## src/ctd_consts.svh

```systemverilog
// Functional notes
// - Touch output follows proximity; baseline frozen meanwhile.
// - Touch entry reloads baseline as frozen minus threshold.
// - In touch, baseline tracks count for drift.
// - Release when count exceeds baseline by release.
// - Qualified high control in charge-halt mode enters standby.
// - Leaving charge-halt standby always reseeds the baseline.
// - Qualified high control in filter-halt freezes filter.
// - Valid pulse reseeds baseline and clears touch output.
// - Out-of-limit count at reseed starts a retune.
// - Retune pulse accepted in any detection state.
// - Polarity bit selects open-drain low or push-pull high.
// - Active-high outputs stay high until first tuning.
// - Proximity needs six consecutive samples over threshold.
// - Proximity code decodes to 4, 2, 8, 16.
// - Touch needs two consecutive samples below threshold.
// - Touch code decodes to eight fractions of baseline.
// - Transfer rate bit selects 512 or 250 kHz.
// - Target bit selects 1200 or 1024 counts.
// - Fast entry skips entry delay, disables AC filters.
// - Fast entry without proximity holds baseline for halt.
// - Filter runs without proximity, and during touch unless held or halted.
// - Halt code 00 is 20 s, 01 is 40 s.
// - Proximity longer than halt time forces a reseed.
`ifndef CTD_CONSTS_SVH
`define CTD_CONSTS_SVH
`define CTD_ADR_CFG0 8'h00
`define CTD_ADR_CFG1 8'h04
`define CTD_ADR_CFG2 8'h08
`define CTD_ADR_CTRL 8'h0c
`define CTD_ADR_STAT 8'h10
`define CTD_ADR_BASE 8'h14
`define CTD_ADR_CNT 8'h18
`define CTD_CFG0_RST 8'h00
`define CTD_CFG1_RST 8'h00
`define CTD_CFG2_RST 8'h00
`define CTD_CTRL_RST 8'h00
`define CTD_CLK_KHZ 50000
`define CTD_XFER_FAST_KHZ 512
`define CTD_XFER_SLOW_KHZ 250
`define CTD_TICK_US 1000
`define CTD_CLK_MHZ 50
`define CTD_PULSE_MIN_MS 25
`define CTD_PULSE_MAX_MS 35
`define CTD_QUAL_MS 40
`define CTD_HALT_20S_MS 20000
`define CTD_HALT_40S_MS 40000
`define CTD_HALT_3S_MS 3000
`define CTD_PROX_RUN 3'd6
`define CTD_TOUCH_RUN 2'd2
`define CTD_TARGET_HI 16'd1200
`define CTD_TARGET_LO 16'd1024
`define CTD_FILT_SHIFT 4
`endif

```

## src/ctd_pkg.sv

```systemverilog
package ctd_pkg;
	typedef enum logic [1:0] {
		CTD_ST_TUNE = 2'b00,
		CTD_ST_NOTOUCH = 2'b01,
		CTD_ST_TOUCH = 2'b10,
		CTD_ST_STANDBY = 2'b11
	} ctd_state_t;
	typedef struct packed {
		logic in_en;
		logic rel_85;
		logic pol_high;
		logic [2:0] tthr_code;
		logic [1:0] pthr_code;
	} ctd_cfg0_t;
	typedef struct packed {
		logic [1:0] halt_code;
		logic [1:0] unused;
		logic fast_touch_entry;
		logic [2:0] base_code;
	} ctd_cfg1_t;
	typedef struct packed {
		logic pulse_retune;
		logic filter_halt_mode;
	} ctd_ctrl_t;
endpackage

```

## src/ctd_detect.sv

```systemverilog
`timescale 1ns/1ps
`include "ctd_consts.svh"
module ctd_detect import ctd_pkg::*; #(
	parameter int TICK_CYCLES = `CTD_TICK_US * `CTD_CLK_MHZ,
	parameter int HALT_20S_TICKS = `CTD_HALT_20S_MS,
	parameter int HALT_40S_TICKS = `CTD_HALT_40S_MS
) (
	input wire logic clk_sys,
	input wire logic resetn,
	input wire logic wb_cyc_i,
	input wire logic wb_stb_i,
	input wire logic wb_we_i,
	input wire logic [7:0] wb_adr_i,
	input wire logic [3:0] wb_sel_i,
	input wire logic [31:0] wb_dat_i,
	output logic [31:0] wb_dat_o,
	output logic wb_ack_o,
	input wire logic conv_valid,
	input wire logic [15:0] conv_count,
	input wire logic tune_done,
	output logic charge_en,
	output logic tune_start,
	output logic [15:0] tune_target,
	output logic xfer_en,
	output logic ac_filter_en,
	output logic touch_output_pin_o,
	output logic touch_output_pin_oe,
	input wire logic prox_out_cmd_pin_i,
	output logic prox_out_cmd_pin_o,
	output logic prox_out_cmd_pin_oe
);

	////////////////////////////////////////////////////////////////////////////////
	localparam logic [15:0] TICK_LAST = 16'(TICK_CYCLES - 1);
	localparam logic [7:0] XFER_FAST = 8'(`CTD_CLK_KHZ / `CTD_XFER_FAST_KHZ - 1);
	localparam logic [7:0] XFER_SLOW = 8'(`CTD_CLK_KHZ / `CTD_XFER_SLOW_KHZ - 1);

	function automatic logic [15:0] pthr_of(input logic [1:0] code);
		case (code)
			2'b00: pthr_of = 16'h0004;
			2'b01: pthr_of = 16'h0002;
			2'b10: pthr_of = 16'h0008;
			default: pthr_of = 16'h0010;
		endcase
	endfunction

	function automatic logic [7:0] tfrac_of(input logic [2:0] code);
		case (code)
			3'b000: tfrac_of = 8'h48;
			3'b001: tfrac_of = 8'h04;
			3'b010: tfrac_of = 8'h08;
			3'b011: tfrac_of = 8'h18;
			3'b100: tfrac_of = 8'h30;
			3'b101: tfrac_of = 8'h60;
			3'b110: tfrac_of = 8'h80;
			default: tfrac_of = 8'ha0;
		endcase
	endfunction

	function automatic logic [15:0] halt_of(input logic [1:0] code);
		case (code)
			2'b00: halt_of = 16'(HALT_20S_TICKS);
			2'b01: halt_of = 16'(HALT_40S_TICKS);
			2'b11: halt_of = 16'(`CTD_HALT_3S_MS);
			default: halt_of = 16'h0000;
		endcase
	endfunction

	////////////////////////////////////////////////////////////////////////////////
	ctd_cfg0_t cfg0_r, cfg0_nxt;
	ctd_cfg1_t cfg1_r, cfg1_nxt;
	logic [7:0] cfg2_r, cfg2_nxt;
	ctd_ctrl_t ctrl_r, ctrl_nxt;
	logic ack_r, ack_nxt;
	logic [31:0] dat_r, dat_nxt;
	ctd_state_t state_r, state_nxt;
	logic [15:0] base_r, base_nxt;
	logic [15:0] count_r, count_nxt;
	logic prox_r, prox_nxt;
	logic [2:0] prun_r, prun_nxt;
	logic [1:0] trun_r, trun_nxt;
	logic seed_r, seed_nxt;
	logic first_r, first_nxt;
	logic hold_r, hold_nxt;
	logic sby_req_r, sby_req_nxt;
	logic [15:0] htmr_r, htmr_nxt;
	logic tstart_r, tstart_nxt;
	logic [15:0] tick_cnt_r, tick_cnt_nxt;
	logic [7:0] xfer_cnt_r, xfer_cnt_nxt;
	logic [15:0] hi_r, hi_nxt;
	logic pin_d_r, pin_d_nxt;
	logic tick;
	logic cmd_reseed, cmd_retune, qual_hi, ext_charge_halt, ext_filter_halt;
	logic [15:0] pthr, tthr, relthr, target, halt_ticks;
	logic [23:0] tprod;
	logic [17:0] rprod;
	logic signed [16:0] dlt;
	logic prox_hit, touch_hit, rel_hit, filt_halt, halt_expired, touch_go;

	////////////////////////////////////////////////////////////////////////////////
	// Writable registers sit in byte lane 0; BASE and CNT also read back in lane 1; other lanes are read-only zero.
	always_comb begin
		cfg0_nxt = cfg0_r;
		cfg1_nxt = cfg1_r;
		cfg2_nxt = cfg2_r;
		ctrl_nxt = ctrl_r;
		dat_nxt = dat_r;
		ack_nxt = wb_cyc_i && wb_stb_i && !ack_r;
		if (wb_cyc_i && wb_stb_i && ack_r) begin
			if (wb_we_i && wb_sel_i[0]) begin
				case (wb_adr_i)
					`CTD_ADR_CFG0: cfg0_nxt = ctd_cfg0_t'(wb_dat_i[7:0]);
					`CTD_ADR_CFG1: cfg1_nxt = ctd_cfg1_t'(wb_dat_i[7:0]);
					`CTD_ADR_CFG2: cfg2_nxt = wb_dat_i[7:0];
					`CTD_ADR_CTRL: ctrl_nxt = ctd_ctrl_t'(wb_dat_i[1:0]);
					default: ;
				endcase
			end
		end
		if (ack_nxt) begin
			case (wb_adr_i)
				`CTD_ADR_CFG0: dat_nxt = {24'h00_0000, cfg0_r};
				`CTD_ADR_CFG1: dat_nxt = {24'h00_0000, cfg1_r};
				`CTD_ADR_CFG2: dat_nxt = {24'h00_0000, cfg2_r};
				`CTD_ADR_CTRL: dat_nxt = {30'h0000_0000, ctrl_r};
				`CTD_ADR_STAT: dat_nxt = {25'h000_0000, first_r, hold_r, filt_halt,
					prox_r, state_r == CTD_ST_TOUCH, state_r};
				`CTD_ADR_BASE: dat_nxt = {16'h0000, base_r};
				`CTD_ADR_CNT: dat_nxt = {16'h0000, count_r};
				default: dat_nxt = 32'h0000_0000;
			endcase
		end
	end

	always_ff @(posedge clk_sys) begin
		if (!resetn) begin
			cfg0_r <= ctd_cfg0_t'(`CTD_CFG0_RST);
			cfg1_r <= ctd_cfg1_t'(`CTD_CFG1_RST);
			cfg2_r <= `CTD_CFG2_RST;
			ctrl_r <= ctd_ctrl_t'(`CTD_CTRL_RST);
			ack_r <= 1'b0;
			dat_r <= 32'h0000_0000;
		end else begin
			cfg0_r <= cfg0_nxt;
			cfg1_r <= cfg1_nxt;
			cfg2_r <= cfg2_nxt;
			ctrl_r <= ctrl_nxt;
			ack_r <= ack_nxt;
			dat_r <= dat_nxt;
		end
	end

	assign wb_ack_o = ack_r;
	assign wb_dat_o = dat_r;

	////////////////////////////////////////////////////////////////////////////////
	// Sample tick, transfer enable and control pin timing.
	always_comb begin
		tick = (tick_cnt_r == TICK_LAST);
		tick_cnt_nxt = tick ? 16'h0000 : tick_cnt_r + 16'h0001;
		xfer_en = (xfer_cnt_r >= (cfg2_r[6] ? XFER_SLOW : XFER_FAST));
		xfer_cnt_nxt = xfer_en ? 8'h00 : xfer_cnt_r + 8'h01;
		pin_d_nxt = pin_d_r;
		hi_nxt = hi_r;
		cmd_reseed = 1'b0;
		cmd_retune = 1'b0;
		if (tick && cfg0_r.in_en) begin
			pin_d_nxt = prox_out_cmd_pin_i;
			if (prox_out_cmd_pin_i) begin
				hi_nxt = (hi_r == 16'hffff) ? hi_r : hi_r + 16'h0001;
			end else begin
				hi_nxt = 16'h0000;
				if (pin_d_r && hi_r > 16'(`CTD_PULSE_MIN_MS) &&
					hi_r < 16'(`CTD_PULSE_MAX_MS)) begin
					cmd_retune = ctrl_r.pulse_retune;
					cmd_reseed = !ctrl_r.pulse_retune;
				end
			end
		end
		qual_hi = cfg0_r.in_en && pin_d_r && hi_r > 16'(`CTD_QUAL_MS);
		ext_charge_halt = qual_hi && !ctrl_r.filter_halt_mode;
		ext_filter_halt = qual_hi && ctrl_r.filter_halt_mode;
	end

	always_ff @(posedge clk_sys) begin
		if (!resetn) begin
			tick_cnt_r <= 16'h0000;
			xfer_cnt_r <= 8'h00;
			pin_d_r <= 1'b0;
			hi_r <= 16'h0000;
		end else begin
			tick_cnt_r <= tick_cnt_nxt;
			xfer_cnt_r <= xfer_cnt_nxt;
			pin_d_r <= pin_d_nxt;
			hi_r <= hi_nxt;
		end
	end

	////////////////////////////////////////////////////////////////////////////////
	// Detection and baseline tracking; sample decisions happen on a conversion, halt timeout and pin commands do not wait for one.
	always_comb begin
		pthr = pthr_of(cfg0_r.pthr_code);
		tprod = base_r * tfrac_of(cfg0_r.tthr_code);
		tthr = tprod[23:8];
		rprod = tthr * (cfg0_r.rel_85 ? 2'd3 : 2'd3);
		relthr = cfg0_r.rel_85 ? 16'(({2'b00, tthr} * 18'd217) >> 8) : rprod[17:2];
		target = cfg2_r[3] ? `CTD_TARGET_LO : `CTD_TARGET_HI;
		halt_ticks = halt_of(cfg1_r.halt_code);
		dlt = $signed({1'b0, conv_count}) - $signed({1'b0, base_r});
		prox_hit = (dlt > $signed({1'b0, pthr})) || (-dlt > $signed({1'b0, pthr}));
		touch_hit = -dlt > $signed({1'b0, tthr});
		rel_hit = dlt >= $signed({1'b0, relthr});
		// A halt code of "never" freezes without limit, so no timeout is raised.
		halt_expired = (halt_ticks != 16'h0000) && (htmr_r >= halt_ticks) && !ext_filter_halt;
		filt_halt = ext_filter_halt || hold_r ||
			(state_r == CTD_ST_NOTOUCH && prox_r);
		touch_go = trun_r == (cfg1_r.fast_touch_entry ? 2'd1 : `CTD_TOUCH_RUN) - 2'd1;
		state_nxt = state_r;
		base_nxt = base_r;
		count_nxt = conv_valid ? conv_count : count_r;
		prox_nxt = prox_r;
		prun_nxt = prun_r;
		trun_nxt = trun_r;
		seed_nxt = seed_r;
		first_nxt = first_r;
		hold_nxt = hold_r;
		sby_req_nxt = sby_req_r || ext_charge_halt;
		tstart_nxt = 1'b0;
		htmr_nxt = (filt_halt && tick && htmr_r != 16'hffff) ? htmr_r + 16'h0001 : htmr_r;
		if (!filt_halt) begin
			htmr_nxt = 16'h0000;
		end
		case (state_r)
			CTD_ST_TUNE: begin
				if (tune_done) begin
					state_nxt = CTD_ST_NOTOUCH;
					seed_nxt = 1'b1;
					first_nxt = 1'b1;
				end
			end
			CTD_ST_STANDBY: begin
				if (!ext_charge_halt && !(pin_d_r && cfg0_r.in_en)) begin
					state_nxt = CTD_ST_NOTOUCH;
					seed_nxt = 1'b1;
					sby_req_nxt = 1'b0;
				end
			end
			default: begin
				if (halt_expired) begin
					state_nxt = CTD_ST_NOTOUCH;
					seed_nxt = 1'b1;
					prox_nxt = 1'b0;
					hold_nxt = 1'b0;
				end else if (conv_valid && sby_req_r) begin
					state_nxt = CTD_ST_STANDBY;
				end else if (conv_valid && seed_r) begin
					base_nxt = conv_count;
					seed_nxt = 1'b0;
					prun_nxt = 3'd0;
					trun_nxt = 2'd0;
					if (conv_count < (target >> 1) || conv_count > target + (target >> 1)) begin
						state_nxt = CTD_ST_TUNE;
						tstart_nxt = 1'b1;
					end
				end else if (conv_valid && state_r == CTD_ST_NOTOUCH) begin
					prun_nxt = prox_hit ? ((prun_r == `CTD_PROX_RUN) ? prun_r : prun_r + 3'd1) : 3'd0;
					prox_nxt = prox_hit && prun_r >= `CTD_PROX_RUN - 3'd1;
					trun_nxt = touch_hit ? trun_r + 2'd1 : 2'd0;
					if (touch_hit && touch_go) begin
						state_nxt = CTD_ST_TOUCH;
						base_nxt = base_r - tthr;
						trun_nxt = 2'd0;
						hold_nxt = cfg1_r.fast_touch_entry && !prox_r;
						prox_nxt = 1'b1;
					end else if (!filt_halt) begin
						base_nxt = 16'($signed({1'b0, base_r}) + (dlt >>> `CTD_FILT_SHIFT));
					end
				end else if (conv_valid && state_r == CTD_ST_TOUCH) begin
					if (rel_hit) begin
						state_nxt = CTD_ST_NOTOUCH;
						prox_nxt = 1'b0;
						prun_nxt = 3'd0;
						hold_nxt = 1'b0;
					end else if (!hold_r && !ext_filter_halt) begin
						base_nxt = 16'($signed({1'b0, base_r}) + (dlt >>> `CTD_FILT_SHIFT));
					end
				end
			end
		endcase
		if (cmd_reseed && state_r != CTD_ST_TUNE && state_r != CTD_ST_STANDBY) begin
			state_nxt = CTD_ST_NOTOUCH;
			seed_nxt = 1'b1;
			prox_nxt = 1'b0;
			hold_nxt = 1'b0;
		end
		if (cmd_retune) begin
			state_nxt = CTD_ST_TUNE;
			tstart_nxt = 1'b1;
			prox_nxt = 1'b0;
			hold_nxt = 1'b0;
			sby_req_nxt = 1'b0;
		end
	end

	always_ff @(posedge clk_sys) begin
		if (!resetn) begin
			state_r <= CTD_ST_TUNE;
			base_r <= 16'h0000;
			count_r <= 16'h0000;
			prox_r <= 1'b0;
			prun_r <= 3'd0;
			trun_r <= 2'd0;
			seed_r <= 1'b0;
			first_r <= 1'b0;
			hold_r <= 1'b0;
			sby_req_r <= 1'b0;
			htmr_r <= 16'h0000;
			tstart_r <= 1'b1;
		end else begin
			state_r <= state_nxt;
			base_r <= base_nxt;
			count_r <= count_nxt;
			prox_r <= prox_nxt;
			prun_r <= prun_nxt;
			trun_r <= trun_nxt;
			seed_r <= seed_nxt;
			first_r <= first_nxt;
			hold_r <= hold_nxt;
			sby_req_r <= sby_req_nxt;
			htmr_r <= htmr_nxt;
			tstart_r <= tstart_nxt;
		end
	end

	////////////////////////////////////////////////////////////////////////////////
	// Open-drain only pulls when active, so the pin floats high on an idle bus.
	logic touch_act, prox_act;
	always_comb begin
		touch_act = state_r == CTD_ST_TOUCH || (state_r == CTD_ST_NOTOUCH && prox_r);
		prox_act = prox_r;
		charge_en = state_r != CTD_ST_STANDBY;
		tune_start = tstart_r;
		tune_target = target;
		ac_filter_en = !cfg1_r.fast_touch_entry;
		if (cfg0_r.pol_high) begin
			touch_output_pin_o = touch_act || !first_r;
			touch_output_pin_oe = 1'b1;
			prox_out_cmd_pin_o = prox_act || !first_r;
			prox_out_cmd_pin_oe = !cfg0_r.in_en;
		end else begin
			touch_output_pin_o = 1'b0;
			touch_output_pin_oe = touch_act;
			prox_out_cmd_pin_o = 1'b0;
			prox_out_cmd_pin_oe = prox_act && !cfg0_r.in_en;
		end
	end

	////////////////////////////////////////////////////////////////////////////////
	AST_PROX_SIX: assert property (@(posedge clk_sys) disable iff (!resetn)
		$rose(prox_r) && $past(state_r) == CTD_ST_NOTOUCH && $past(state_r) == state_r
		|-> $past(prun_r) >= 3'd5)
		else $error("proximity raised before six samples");
	AST_TOUCH_RELOAD: assert property (@(posedge clk_sys) disable iff (!resetn)
		state_r == CTD_ST_NOTOUCH && state_nxt == CTD_ST_TOUCH |=> base_r == $past(base_r) - $past(tthr))
		else $error("touch entry did not reload baseline");
	AST_RELEASE: assert property (@(posedge clk_sys) disable iff (!resetn)
		state_r == CTD_ST_TOUCH && conv_valid && rel_hit && !seed_r && !sby_req_r && !halt_expired
		&& !cmd_retune |=> state_r == CTD_ST_NOTOUCH)
		else $error("release not taken");
	AST_STANDBY: assert property (@(posedge clk_sys) disable iff (!resetn)
		state_r inside {CTD_ST_NOTOUCH, CTD_ST_TOUCH} && conv_valid && sby_req_r && !halt_expired
		&& !cmd_retune |=> state_r == CTD_ST_STANDBY && !charge_en)
		else $error("charge running in standby");
	AST_WAKE_SEED: assert property (@(posedge clk_sys) disable iff (!resetn)
		$past(state_r) == CTD_ST_STANDBY && state_r == CTD_ST_NOTOUCH |-> seed_r)
		else $error("no reseed after standby");
	AST_CMD_SEED: assert property (@(posedge clk_sys) disable iff (!resetn)
		cmd_reseed && state_r inside {CTD_ST_NOTOUCH, CTD_ST_TOUCH} |=> seed_r && state_r != CTD_ST_TOUCH)
		else $error("reseed pulse not honoured");
	AST_RETUNE: assert property (@(posedge clk_sys) disable iff (!resetn)
		cmd_retune |=> state_r == CTD_ST_TUNE ##0 tune_start)
		else $error("retune pulse not honoured");
	AST_FROZEN: assert property (@(posedge clk_sys) disable iff (!resetn)
		state_r == CTD_ST_NOTOUCH && prox_r && !seed_r && state_nxt == CTD_ST_NOTOUCH
		|=> $stable(base_r))
		else $error("baseline moved during proximity");
	AST_POL_START: assert property (@(posedge clk_sys) disable iff (!resetn)
		cfg0_r.pol_high && !first_r |-> touch_output_pin_o && touch_output_pin_oe)
		else $error("active-high output low before first tune");
	AST_PTHR: assert property (@(posedge clk_sys) disable iff (!resetn)
		cfg0_r.pthr_code == 2'b01 |-> pthr == 16'h0002)
		else $error("proximity threshold decode wrong");
	CV_TOUCH: cover property (@(posedge clk_sys) disable iff (!resetn)
		state_r == CTD_ST_NOTOUCH ##1 state_r == CTD_ST_TOUCH);
	CV_STANDBY: cover property (@(posedge clk_sys) disable iff (!resetn)
		state_r == CTD_ST_STANDBY ##1 state_r == CTD_ST_NOTOUCH);
	CV_PULSE: cover property (@(posedge clk_sys) disable iff (!resetn) cmd_reseed);
	CV_TIMEOUT: cover property (@(posedge clk_sys) disable iff (!resetn) halt_expired);
endmodule

```

## config.mk

```make
export PLATFORM = sky130hd
export DESIGN_NAME = ctd_detect
export DESIGN_NICKNAME = d
export VERILOG_FILES = /design/src/ctd_pkg.sv /design/src/ctd_detect.sv
export VERILOG_INCLUDE_DIRS = /design/src
export SDC_FILE = /design/constraint.sdc
export NUM_CORES = 1
export LEC_CHECK = 0
export ABC_AREA = 1
export BUFFER_PORTS_ARGS = -buffer_cell sky130_fd_sc_hd__clkbuf_2
export CORE_MARGIN = 2
export CORE_UTILIZATION = 63
export CTS_CLUSTER_SIZE = 12
export DETAILED_ROUTE_END_ITERATION = 10
export PLACE_DENSITY_LB_ADDON = 0.05
export SLEW_MARGIN = 0
export SYNTH_ARGS = -nofsm -noshare
export SYNTH_HDL_FRONTEND = slang
export SYNTH_SLANG_ARGS = --single-unit
```

## constraint.sdc

```tcl
create_clock -name clk_sys -period 12.44 [get_ports clk_sys]
set_input_delay 1.244 -clock clk_sys [delete_from_list [all_inputs] [get_ports clk_sys]]
set_output_delay 1.244 -clock clk_sys [all_outputs]
set_load 0.1 [all_outputs]
```

==> run_results.csv <==
group,metric,value,unit
run_status,status,"finished, final reports clean",
job,drv_cap,0,
finish,area_growth,6.37,%
grt,overflow,0,
synthesis,synthDistinctLibCells,60,
clocking,clk_pin_slew,0.07,ns
clocking,cts_resized,0,
worst_hold_path,worstHoldPathType,"reg2reg",
pwr,ir_worst_vdd,0.000326,V
finish,layout.nets,2969,
critical_path,cp.required,12.76,ns
synthesis,synth_seq_cells,145,
placed_design,dp_slack,1.70,ns
drt,post_drt_wl_per_cell,17.1,um
synthesis,ys_seq_area_share,16.8,%
synthesis,synth_edf_count,0,
timing,layout_min_cycle_time,10.94,ns
timing,tightest_slew,1.18,ns
critical_path,start_kind,"register",
critical_path,arrival,11.26,ns
die,core-area,26900,sq um
grt,antenna_found_initial,0,
finish,layout-drive-gt1-share,7.19,%
die,initial_core_util,64.1,%
grt,grt_use_total,35.8,%
clocking,cts_hold_buf,0,
placed_design,port_buffers,68,
timing,whs,0.460,ns
synthesis,yosysTopAreaCell,"dfxtp_1",
drt,viasPerCell,5.82,
synthesis,synth_warnings,0,
timing,tns,0,ns
finish,instances_no_fill,2970,
clocking,clock-sinks,145,
grt,grt_pass1_vias,16500,
critical_path,worstSetupPathType,"reg2reg",
finish,n_fill_cell,2456,
critical_path,cp.buffers_inverters,11,
synthesis,synth_common_cells,"508 x nand2_1, 394 x inv_1, 284 x nor2_1",
critical_path,cp-end-kind,"register",
synthesis,synthTopCellsByArea,"dfxtp_1 17%, ha_1 14%, nand2_1 11%",
finish,diodes,0,
die,die_x,169,um
drt,dr.pass1.iters,7,
die,std_cell_rows,60,
drt,finalWirelength,50.9,mm
drt,num_vias,17300,
timing,maxSlewHeadroom,21.0,%
placed_design,place_inst,2938,
timing,hold_violations,0,
critical_path,cpLargestDelayFamily,"adder cells",
placed_design,gp_congestion,0.995,
die,boundaryPins,125,
synthesis,mappedNetlistArea,17200,sq um
synthesis,synth_top_area_share,16.8,%
placed_design,dp_hpwl,40.8,mm
clocking,cts_buffers,17,
pwr,power.leakage,9.25,nW
pwr,powerDensity,258,nW/um^2
critical_path,cpMostUsedCell,"inv_1",
critical_path,cpMaxStageDelayCell,"fa_1",
timing,max_freq,91.4,MHz
synthesis,synth_top_flop_cell,"dfxtp_1",
die,die_y,169,um
timing,maxSlewViolCount,0,
clocking,htree_levels,4,
synthesis,synth_most_common_cell,"nand2_1",
placed_design,dpl_cell_area,17800,sq um
clocking,root_buffer,"clkbuf_16",
clocking,cts_setup_buffers,0,
synthesis,syn_inst,2563,
timing,fin_crit_sh,87.9,%
critical_path,slowest_delay,0.58,ns
drt,drc,0,
drt,ant_nets,0,
finish,postLayoutCellArea,18300,sq um
timing,setup_ws,1.50,ns
timing,setup_viol,0,
grt,grt_max_degree,62,
die,die_area,28700,sq um
clocking,cts_buffer_depth,2,
synthesis,syn_avg_cell_area,6.72,sq um
drt,drtIter0Drc,1746,
clocking,clkLatencyLatePin,0.43,ns
grt,grt_pass1_wl,82.0,mm
timing,clock_skew,0.0136,ns
synthesis,synth_async_sr_flop_share,0,%
clocking,cts_tree,"done",
critical_path,cp_max_fo,18,
timing,rsz0062_at_grt,"no",
per-stage QoR:
| stage | total power [mW] | util, % |
|---|---|---|
| floorplan | 3.29 | - |
| global route | 5.21 | 68.2 |
| CTS | 4.66 | 68.2 |
| finish | 4.72 | 68.2 |
| global placement | 4.04 | 66.1 |
| detailed placement | 4.14 | 66.1 |
power by group:
| group | leakage, nW | total (mW) | internal [mW] | switching, mW |
|---|---|---|---|---|
| clock | 0.270 | 0.502 | 0.266 | 0.237 |
| combinational | 7.81 | 3.67 | 1.30 | 2.37 |
| sequential | 1.18 | 0.550 | 0.496 | 0.0541 |
registers in the layout, indices dropped and copies added (netlist names), 2 cells and up:
signal / flops
ctrl_r: 2
cfg0_r: 8
htmr_r: 16
base_r: 16
count_r: 16
state_r: 2
hi_r: 16
cfg1_r: 8
xfer_cnt_r: 8
tick_cnt_r: 16
trun_r: 2
prun_r: 3
wb_dat_o: 16
cfg2_r: 8
metal layers:
layer	wire [um]	global-route usage, %
met5	0	0
met3	3950	5.90
met1	21100	45.5
met4	2730	18.7
met2	23100	58.7
cell type report:
type                            count  area (sq um)  area share [%]
Tap cell                          341           427            2.33
Clock inverter                     14           139           0.758
Timing Repair Buffer               75           393            2.14
Inverter                          415          1560            8.51
Sequential cell                   145          2900            15.8
Multi-Input combinational cell   1962         12500            68.1
Clock buffer                       18           429            2.34
placed cells by master, fill, tap and decap left out, types with 68 or more instances in the layout:
| master | count |
|---|---|
| o21ai_0 | 143 |
| ha_1 | 195 |
| nand3_1 | 139 |
| dfxtp_1 | 145 |
| nor2_1 | 284 |
| nand2_1 | 508 |
| a21oi_1 | 201 |
| inv_1 | 394 |
| fa_1 | 90 |
| clkbuf_2 | 68 |
worst paths after layout:
path | slack (ns) | endpoint | cells after the start | startpoint
min | 0.46 | xfer_cnt_r[0] | 1 | xfer_cnt_r[0]
max | 1.50 | base_r[14] | 51 | cfg0_r[4]
max reg2reg | 1.50 | base_r[14] | 51 | cfg0_r[4]
min reg2reg | 0.46 | xfer_cnt_r[0] | 1 | xfer_cnt_r[0]
kinds of logic (layout without fill, tap and decap cells):
family	count (synthesis)	after routing	share of synthesized area [%]
flops	145	145	16.8
buf+inv	483	522	11.3
compound gates	450	450	14.6
xor+xnor	80	80	4.11
other cells	2	29	0.0436
simple gates	1118	1118	28.4
fa+ha+maj	285	285	24.6
No activity file was read; power rests on OpenSTA's default activity.
